File: src/rtl/bsr_defines.svh
// constants for the boundary-scan test logic
`ifndef BSR_DEFINES_SVH
`define BSR_DEFINES_SVH

`define BSR_IR_W          3
`define BSR_IR_CAPTURE    3'h1
`define BSR_OP_EXTEST     3'h0
`define BSR_OP_IDCODE     3'h1
`define BSR_OP_SAMPLE     3'h2
`define BSR_OP_CLAMP      3'h3
`define BSR_OP_HIGHZ      3'h4
`define BSR_OP_BYPASS     3'h7
`define BSR_ID_W          32
`define BSR_CELLS         245
`define BSR_TX_EN_CELL    161
`define BSR_TX0_CELL      162
`define BSR_BUS_EN_CELL   210
`define BSR_BUS_OUT_CELL  196
`define BSR_BUS_OBS_CELL  197

`endif

File: src/rtl/bsr_pkg.sv
// types for the boundary-scan test logic
package bsr_pkg;

  typedef enum logic [3:0] {
    BSR_TLR  = 4'h0,
    BSR_RTI  = 4'h1,
    BSR_SDR  = 4'h2,
    BSR_CDR  = 4'h3,
    BSR_SHDR = 4'h4,
    BSR_E1DR = 4'h5,
    BSR_PDR  = 4'h6,
    BSR_E2DR = 4'h7,
    BSR_UDR  = 4'h8,
    BSR_SIR  = 4'h9,
    BSR_CIR  = 4'ha,
    BSR_SHIR = 4'hb,
    BSR_E1IR = 4'hc,
    BSR_PIR  = 4'hd,
    BSR_E2IR = 4'he,
    BSR_UIR  = 4'hf
  } bsr_tap_t;

  typedef struct packed {
    logic [1:0]   rst_sync;
    logic [2:0]   tck_sync;
    logic [1:0]   tms_sync;
    logic [1:0]   tdi_sync;
    bsr_tap_t     tap;
    logic [2:0]   ir_shift;
    logic [2:0]   ir_cur;
    logic         byp;
    logic [31:0]  id_shift;
    logic [31:0]  id_par;
    logic [244:0] bs_shift;
    logic [244:0] bs_par;
    logic         tdo;
    logic         tdo_en;
    logic [7:0]   bus_out;
    logic [7:0]   bus_oe;
    logic         tx0_out;
    logic         tx0_oe;
    logic         test_mode;
  } bsr_state_t;

endpackage : bsr_pkg

File: src/rtl/bsr_tap.sv
// boundary-scan tap, instruction, bypass, identification and boundary registers
`timescale 1ns/10ps
`default_nettype none
`include "bsr_defines.svh"

//////////////////////////////////////////////////////////////////////////////
module bsr_tap
  import bsr_pkg::*;
#(
  parameter logic [10:0] MAKER_ID   = 11'h055, // arbitrary value
  parameter logic [15:0] DEVICE_ID  = 16'h1234, // arbitrary value
  parameter logic [3:0]  VERSION_ID = 4'h0      // arbitrary value
) (
  // clock and reset
  input  wire logic         i_mclk,
  input  wire logic         i_resetn,
  // test port pins
  input  wire logic         i_test_clock_pin,
  input  wire logic         i_test_mode_select_pin,
  input  wire logic         i_test_serial_in_pin,
  input  wire logic         i_test_reset_n_pin,
  output logic              o_test_serial_out_pin,
  output logic              o_test_serial_out_oe,
  // pin values seen by the cells
  input  wire logic [244:0] i_pin_sample,
  // functional values for two controlled pin groups
  input  wire logic         i_port0_tx_serial_out,
  input  wire logic [7:0]   i_cpu_bus_out,
  input  wire logic         i_cpu_bus_oe,
  // pin drive
  output logic              o_port0_tx_serial_out,
  output logic              o_port0_tx_serial_oe,
  output logic [7:0]        o_cpu_bus_out,
  output logic [7:0]        o_cpu_bus_oe,
  output logic              o_test_mode
);

  bsr_state_t s_reg;
  bsr_state_t s_next;

  function automatic logic sel_bypass(input logic [2:0] op);
    sel_bypass = !(op == `BSR_OP_EXTEST || op == `BSR_OP_SAMPLE || op == `BSR_OP_IDCODE);
  endfunction : sel_bypass

  logic       rise;
  logic       fall;
  logic       tms;
  logic       tdi;
  logic       trst_n;
  logic [31:0] id_value;
  logic        ext;
  logic        drive;

  assign rise     = s_reg.tck_sync[1] & ~s_reg.tck_sync[2];
  assign fall     = ~s_reg.tck_sync[1] & s_reg.tck_sync[2];
  assign tms      = s_reg.tms_sync[1];
  assign tdi      = s_reg.tdi_sync[1];
  assign trst_n   = s_reg.rst_sync[1];
  assign id_value = {VERSION_ID, DEVICE_ID, MAKER_ID, 1'b1};

  //////////////////////////////////////////////////////////////////////////////
  always_comb begin
    s_next          = s_reg;
    s_next.rst_sync = {s_reg.rst_sync[0], i_test_reset_n_pin};
    s_next.tck_sync = {s_reg.tck_sync[1:0], i_test_clock_pin};
    s_next.tms_sync = {s_reg.tms_sync[0], i_test_mode_select_pin};
    s_next.tdi_sync = {s_reg.tdi_sync[0], i_test_serial_in_pin};
    ext   = 1'b0;
    drive = 1'b0;
    if (!trst_n) begin
      s_next.tap    = BSR_TLR;
      s_next.ir_cur = `BSR_OP_IDCODE;
    end else if (rise) begin
      case (s_reg.tap)
        BSR_TLR:  s_next.tap = tms ? BSR_TLR  : BSR_RTI;
        BSR_RTI:  s_next.tap = tms ? BSR_SDR  : BSR_RTI;
        BSR_SDR:  s_next.tap = tms ? BSR_SIR  : BSR_CDR;
        BSR_CDR:  s_next.tap = tms ? BSR_E1DR : BSR_SHDR;
        BSR_SHDR: s_next.tap = tms ? BSR_E1DR : BSR_SHDR;
        BSR_E1DR: s_next.tap = tms ? BSR_UDR  : BSR_PDR;
        BSR_PDR:  s_next.tap = tms ? BSR_E2DR : BSR_PDR;
        BSR_E2DR: s_next.tap = tms ? BSR_UDR  : BSR_SHDR;
        BSR_UDR:  s_next.tap = tms ? BSR_SDR  : BSR_RTI;
        BSR_SIR:  s_next.tap = tms ? BSR_TLR  : BSR_CIR;
        BSR_CIR:  s_next.tap = tms ? BSR_E1IR : BSR_SHIR;
        BSR_SHIR: s_next.tap = tms ? BSR_E1IR : BSR_SHIR;
        BSR_E1IR: s_next.tap = tms ? BSR_UIR  : BSR_PIR;
        BSR_PIR:  s_next.tap = tms ? BSR_E2IR : BSR_PIR;
        BSR_E2IR: s_next.tap = tms ? BSR_UIR  : BSR_SHIR;
        BSR_UIR:  s_next.tap = tms ? BSR_SDR  : BSR_RTI;
        default:  s_next.tap = BSR_TLR;
      endcase
      case (s_reg.tap)
        BSR_CIR:  s_next.ir_shift = `BSR_IR_CAPTURE;
        BSR_SHIR: s_next.ir_shift = {tdi, s_reg.ir_shift[2:1]};
        BSR_CDR: begin
          if (s_reg.ir_cur == `BSR_OP_IDCODE) begin
            s_next.id_shift = id_value;
          end else if (s_reg.ir_cur == `BSR_OP_EXTEST || s_reg.ir_cur == `BSR_OP_SAMPLE) begin
            s_next.bs_shift = i_pin_sample;
          end else begin
            s_next.byp = 1'b0;
          end
        end
        BSR_SHDR: begin
          if (s_reg.ir_cur == `BSR_OP_IDCODE) begin
            s_next.id_shift = {tdi, s_reg.id_shift[31:1]};
          end else if (sel_bypass(s_reg.ir_cur)) begin
            s_next.byp = tdi;
          end else begin
            s_next.bs_shift = {tdi, s_reg.bs_shift[244:1]};
          end
        end
        default: begin
        end
      endcase
    end else if (fall) begin
      if (s_reg.tap == BSR_UIR) begin
        s_next.ir_cur = s_reg.ir_shift;
      end else if (s_reg.tap == BSR_UDR) begin
        if (s_reg.ir_cur == `BSR_OP_IDCODE) begin
          s_next.id_par = s_reg.id_shift;
        end else if (!sel_bypass(s_reg.ir_cur)) begin
          s_next.bs_par = s_reg.bs_shift;
        end
      end else if (s_reg.tap == BSR_TLR) begin
        s_next.ir_cur = `BSR_OP_IDCODE;
      end
      s_next.tdo_en = (s_reg.tap == BSR_SHIR) || (s_reg.tap == BSR_SHDR);
      if (s_reg.tap == BSR_SHIR) begin
        s_next.tdo = s_reg.ir_shift[0];
      end else if (s_reg.ir_cur == `BSR_OP_IDCODE) begin
        s_next.tdo = s_reg.id_shift[0];
      end else if (sel_bypass(s_reg.ir_cur)) begin
        s_next.tdo = s_reg.byp;
      end else begin
        s_next.tdo = s_reg.bs_shift[0];
      end
    end
    // output cells take over under extest and clamp; highz floats all
    ext = (s_reg.ir_cur == `BSR_OP_EXTEST) || (s_reg.ir_cur == `BSR_OP_CLAMP);
    s_next.test_mode = ext || (s_reg.ir_cur == `BSR_OP_HIGHZ);
    if (s_reg.ir_cur == `BSR_OP_HIGHZ) begin
      s_next.tx0_oe = 1'b0;
      s_next.bus_oe = 8'h00;
    end else if (ext) begin
      s_next.tx0_out = s_reg.bs_par[`BSR_TX0_CELL];
      s_next.tx0_oe  = s_reg.bs_par[`BSR_TX_EN_CELL];
      drive          = s_reg.bs_par[`BSR_BUS_EN_CELL];
      for (int k = 0; k < 8; k++) begin
        s_next.bus_out[k] = s_reg.bs_par[`BSR_BUS_OUT_CELL + 2 * k];
        s_next.bus_oe[k]  = drive;
      end
    end else begin
      s_next.tx0_out = i_port0_tx_serial_out;
      s_next.tx0_oe  = 1'b1;
      s_next.bus_out = i_cpu_bus_out;
      s_next.bus_oe  = {8{i_cpu_bus_oe}};
    end
  end

  //////////////////////////////////////////////////////////////////////////////
  always_ff @(posedge i_mclk or negedge i_resetn) begin
    if (!i_resetn) begin
      s_reg        <= '0;
      s_reg.tap    <= BSR_TLR;
      s_reg.ir_cur <= `BSR_OP_IDCODE;
      s_reg.id_par <= 32'h00000001;
    end else begin
      s_reg <= s_next;
    end
  end

  assign o_test_serial_out_pin = s_reg.tdo;
  assign o_test_serial_out_oe  = s_reg.tdo_en;
  assign o_port0_tx_serial_out = s_reg.tx0_out;
  assign o_port0_tx_serial_oe  = s_reg.tx0_oe;
  assign o_cpu_bus_out         = s_reg.bus_out;
  assign o_cpu_bus_oe          = s_reg.bus_oe;
  assign o_test_mode           = s_reg.test_mode;

endmodule : bsr_tap
`default_nettype wire

File: config.mk
export PLATFORM = sky130hd
export DESIGN_NAME = bsr_tap
export DESIGN_NICKNAME = d
export VERILOG_FILES = /design/src/rtl/bsr_pkg.sv /design/src/rtl/bsr_tap.sv
export VERILOG_INCLUDE_DIRS = /design/src /design/src/rtl
export SDC_FILE = /design/constraint.sdc
export NUM_CORES = 1
export LEC_CHECK = 0
export BUFFER_PORTS_ARGS = -buffer_cell sky130_fd_sc_hd__buf_2
export CAP_MARGIN = 20
export CELL_PAD_IN_SITES_DETAIL_PLACEMENT = 0
export CELL_PAD_IN_SITES_GLOBAL_PLACEMENT = 1
export CORE_ASPECT_RATIO = 0.7
export CORE_MARGIN = 2
export CORE_UTILIZATION = 44
export DETAILED_ROUTE_END_ITERATION = 7
export PLACE_DENSITY = 0.95
export SKIP_CTS_REPAIR_TIMING = 1
export SYNTH_ARGS = -nofsm -noshare
export SYNTH_HDL_FRONTEND = slang
export SYNTH_SLANG_ARGS = --single-unit
export TNS_END_PERCENT = 5
File: constraint.sdc
create_clock -name i_mclk -period 6.75 [get_ports i_mclk]
set_input_delay 0.675 -clock i_mclk [delete_from_list [all_inputs] [get_ports i_mclk]]
set_output_delay 0.675 -clock i_mclk [all_outputs]
set_load 0.005 [all_outputs]
==> results.md <==
- Vias: approximately 12000
- Class of the worst hold path: input port to asynchronous set/reset pin
- Final clock skew: about 0.025 ns
- PwrDens: about 230 nW/um2
- Yosys Warn Count: 0
- Most frequent cell after synthesis: nand2_1
- Routed Antenna Nets: 0
- Max FFs per register: a little over 300
- I/O pins: about 280
- GP Congestion: between 0.7 and 0.8
- Worst-Skew Late Latency: about 0.52 ns
- Worst setup SP type: flop
- Gr ovfl total: 0
- Commonest cells in the netlist: 550 x nand2_1, 320 x dfrtp_1, 268 x nor2_1
- CTS max path bufs: 3
- Largest net degree at the start of global routing: roughly 280
- DIE AREA: between 30000 and 40000 um2
- Drt first pass iters: 5
- Asr flop ratio synth: 1.00
- Synth Instances: about 1700
- Vias in the first global route: roughly 11000
- DRC Markers: 0
- Crit Path Category: flop to flop
- WP data required: between 7 and 8 ns
- Max frequency: roughly 0.28 GHz
- Leakage: slightly above 7 nW
- Worst EP arrival: between 3 and 4 ns
- Worst-path clk slew: 0.06 ns
- Crit share post-route: 0.535
- Min Tclk post-route: 3.61 ns
- Status: finished clean
- Max-slew violations: 0
- Final nets: 2124
- Core ar.: roughly 32000 um2
- CP Capture Type: flop
- First-pass GRT wire length: roughly 57000 um
- Synth top area cells: dfrtp_1 56%, nand2_1 14%, a31oi_1 11%, nor2_1 7.0%, clkbuf_1 2.0%
- Top cell type's share of synthesized area: 0.558
- Synth Flop Type: dfrtp_1
- Synth cell types: 41
- Syn Std Cell Area: between 10000 and 15000 um2
- Critical Path Fanout Max: 80
- Syn nets: ~1900
- Mean post-synth cell area: 8.52 um2
- Worst vdd ir: a little under 0.0002 V
- # H-tree levels: 2
- Root buf cell: clkbuf_16
- Seq cells post-synth: roughly 320
- Layout cell share with drive strength beyond 1: 0.192
- Initial DRC count: about 1100
- Slew HR: 0.148
- Die W: 220 um
- Max-Cap Viols: 0
- DRT Wirelength: about 34000 um
- Final setup viols: 0
- Average wire per standard cell: 14.7 um
- Setup TNS: 0 ns
- Total Routing Usage GR: 0.201
- CTS tree: done
- Initial Util: 0.445
- IO buf count: 281
- Die Ht: roughly 160 um
- Initial antenna violation count: 7
- Clock sink count: about 320
- Num rows: 55
- Unrepaired setup endpoints after global routing: false
- HPWL after detailed placement: 21400 um
- Final core utilization: 0.521
- Sequential share of the synthesized area: 0.560
- Num CTS Buffers: 34
- Post-synth EDFFs: 0
- Via/cell ratio: approximately 5.2
- Hold Vio Cnt, Final: 0
- Worst slew pin tran: 1.28 ns
- Layout area overhead: 16.9%
- Post-synth top area cell: dfrtp_1
## stage by stage
stage | cells | setup WS, ns | power, mW | hold WS, ns | area (um2)
floorplan | 1684 | 4.63 | 2.06 | 0.331 | 14300
global placement | 2254 | 3.28 | 2.20 | 0.337 | 15700
detailed placement | 2254 | 3.17 | 2.20 | 0.347 | 15700
CTS | 2314 | 3.17 | 3.99 | 0.200 | 16800
global route | 2317 | 2.78 | 4.11 | 0.216 | 16800
finish | 2318 | 3.14 | 3.94 | 0.164 | 16800
## kinds of logic (layout without fill, tap and decap cells)
family,after synthesis,after routing,synth area share
xor gates and xnor gates,2,2,0.00122
muxes,12,12,0.00925
and+or+nand+nor,856,856,0.230
buffers and inverters,156,359,0.0518
AOI/OAI and AO/OA,337,337,0.147
other,0,4,0
DFF,321,321,0.560
## report_power, final
| part | total [mW] | switching [mW] | internal [mW] |
|---|---|---|---|
| Clock | 1.78 | 0.768 | 1.01 |
| Combinational | 0.203 | 0.114 | 0.0895 |
| Sequential | 1.96 | 0.0157 | 1.94 |
## cell type report
class,count,area (um2)
Fill cell,3038,15400
Sequential cell,321,8030
Multi-Input combinational cell,1207,5580
Timing Repair Buffer,291,1540
Clock buffer,47,971
Tap cell,427,534
Clock inverter,13,73.8
Inverter,8,30.0
Antenna cell,4,10.0
## final timing paths
kind                                        startpoint                endpoint  slack (ns)  cells after the start
worst max-delay path            s_reg[584]$_DFFE_PN0N_  s_reg[486]$_DFFE_PN0P_        3.14                      5
worst min-delay path                          i_resetn   s_next[589]$_DFF_PN0_        0.16                      1
worst max register to register  s_reg[584]$_DFFE_PN0N_  s_reg[486]$_DFFE_PN0P_        3.14                      5
min in group i_mclk               i_test_serial_in_pin   s_next[587]$_DFF_PN0_        0.28                      1
max in group asynchronous                     i_resetn  s_reg[391]$_DFFE_PN0P_        5.21                      2
worst min register to register   s_next[587]$_DFF_PN0_    s_reg[587]$_DFF_PN0_        0.36                      0
## per-layer routing
metal,wire (um),vias up,global-route usage
li1,-,5986,-
met1,16500,5785,0.303
met2,15200,330,0.296
met3,1870,49,0.0368
met4,611,0,0.0550
met5,0,-,0
## critical path: stages, from the launching register on
cell and delay (ns):
dfrtp_1 0.69, or3b_1 0.49, a2111oi_4 0.70, buf_4 0.64
buf_4 0.68, a31oi_1 0.18
## placed cells by master (no fill, tap or decap), types with 7 or more instances in the layout
master / synthesis / layout
nand2_1: 550 / 549
dfrtp_1: 320 / 320
buf_2: 45 / 280
nor2_1: 268 / 268
a31oi_1: 250 / 250
o21ai_0: 48 / 48
clkbuf_16: 0 / 35
a22oi_1: 20 / 20
mux2_2: 10 / 10
clkinv_2: 0 / 10
inv_1: 8 / 8
nand3_1: 7 / 7
clkbuf_1: 75 / 7
Note: power is estimated with default switching activity, not from simulation.
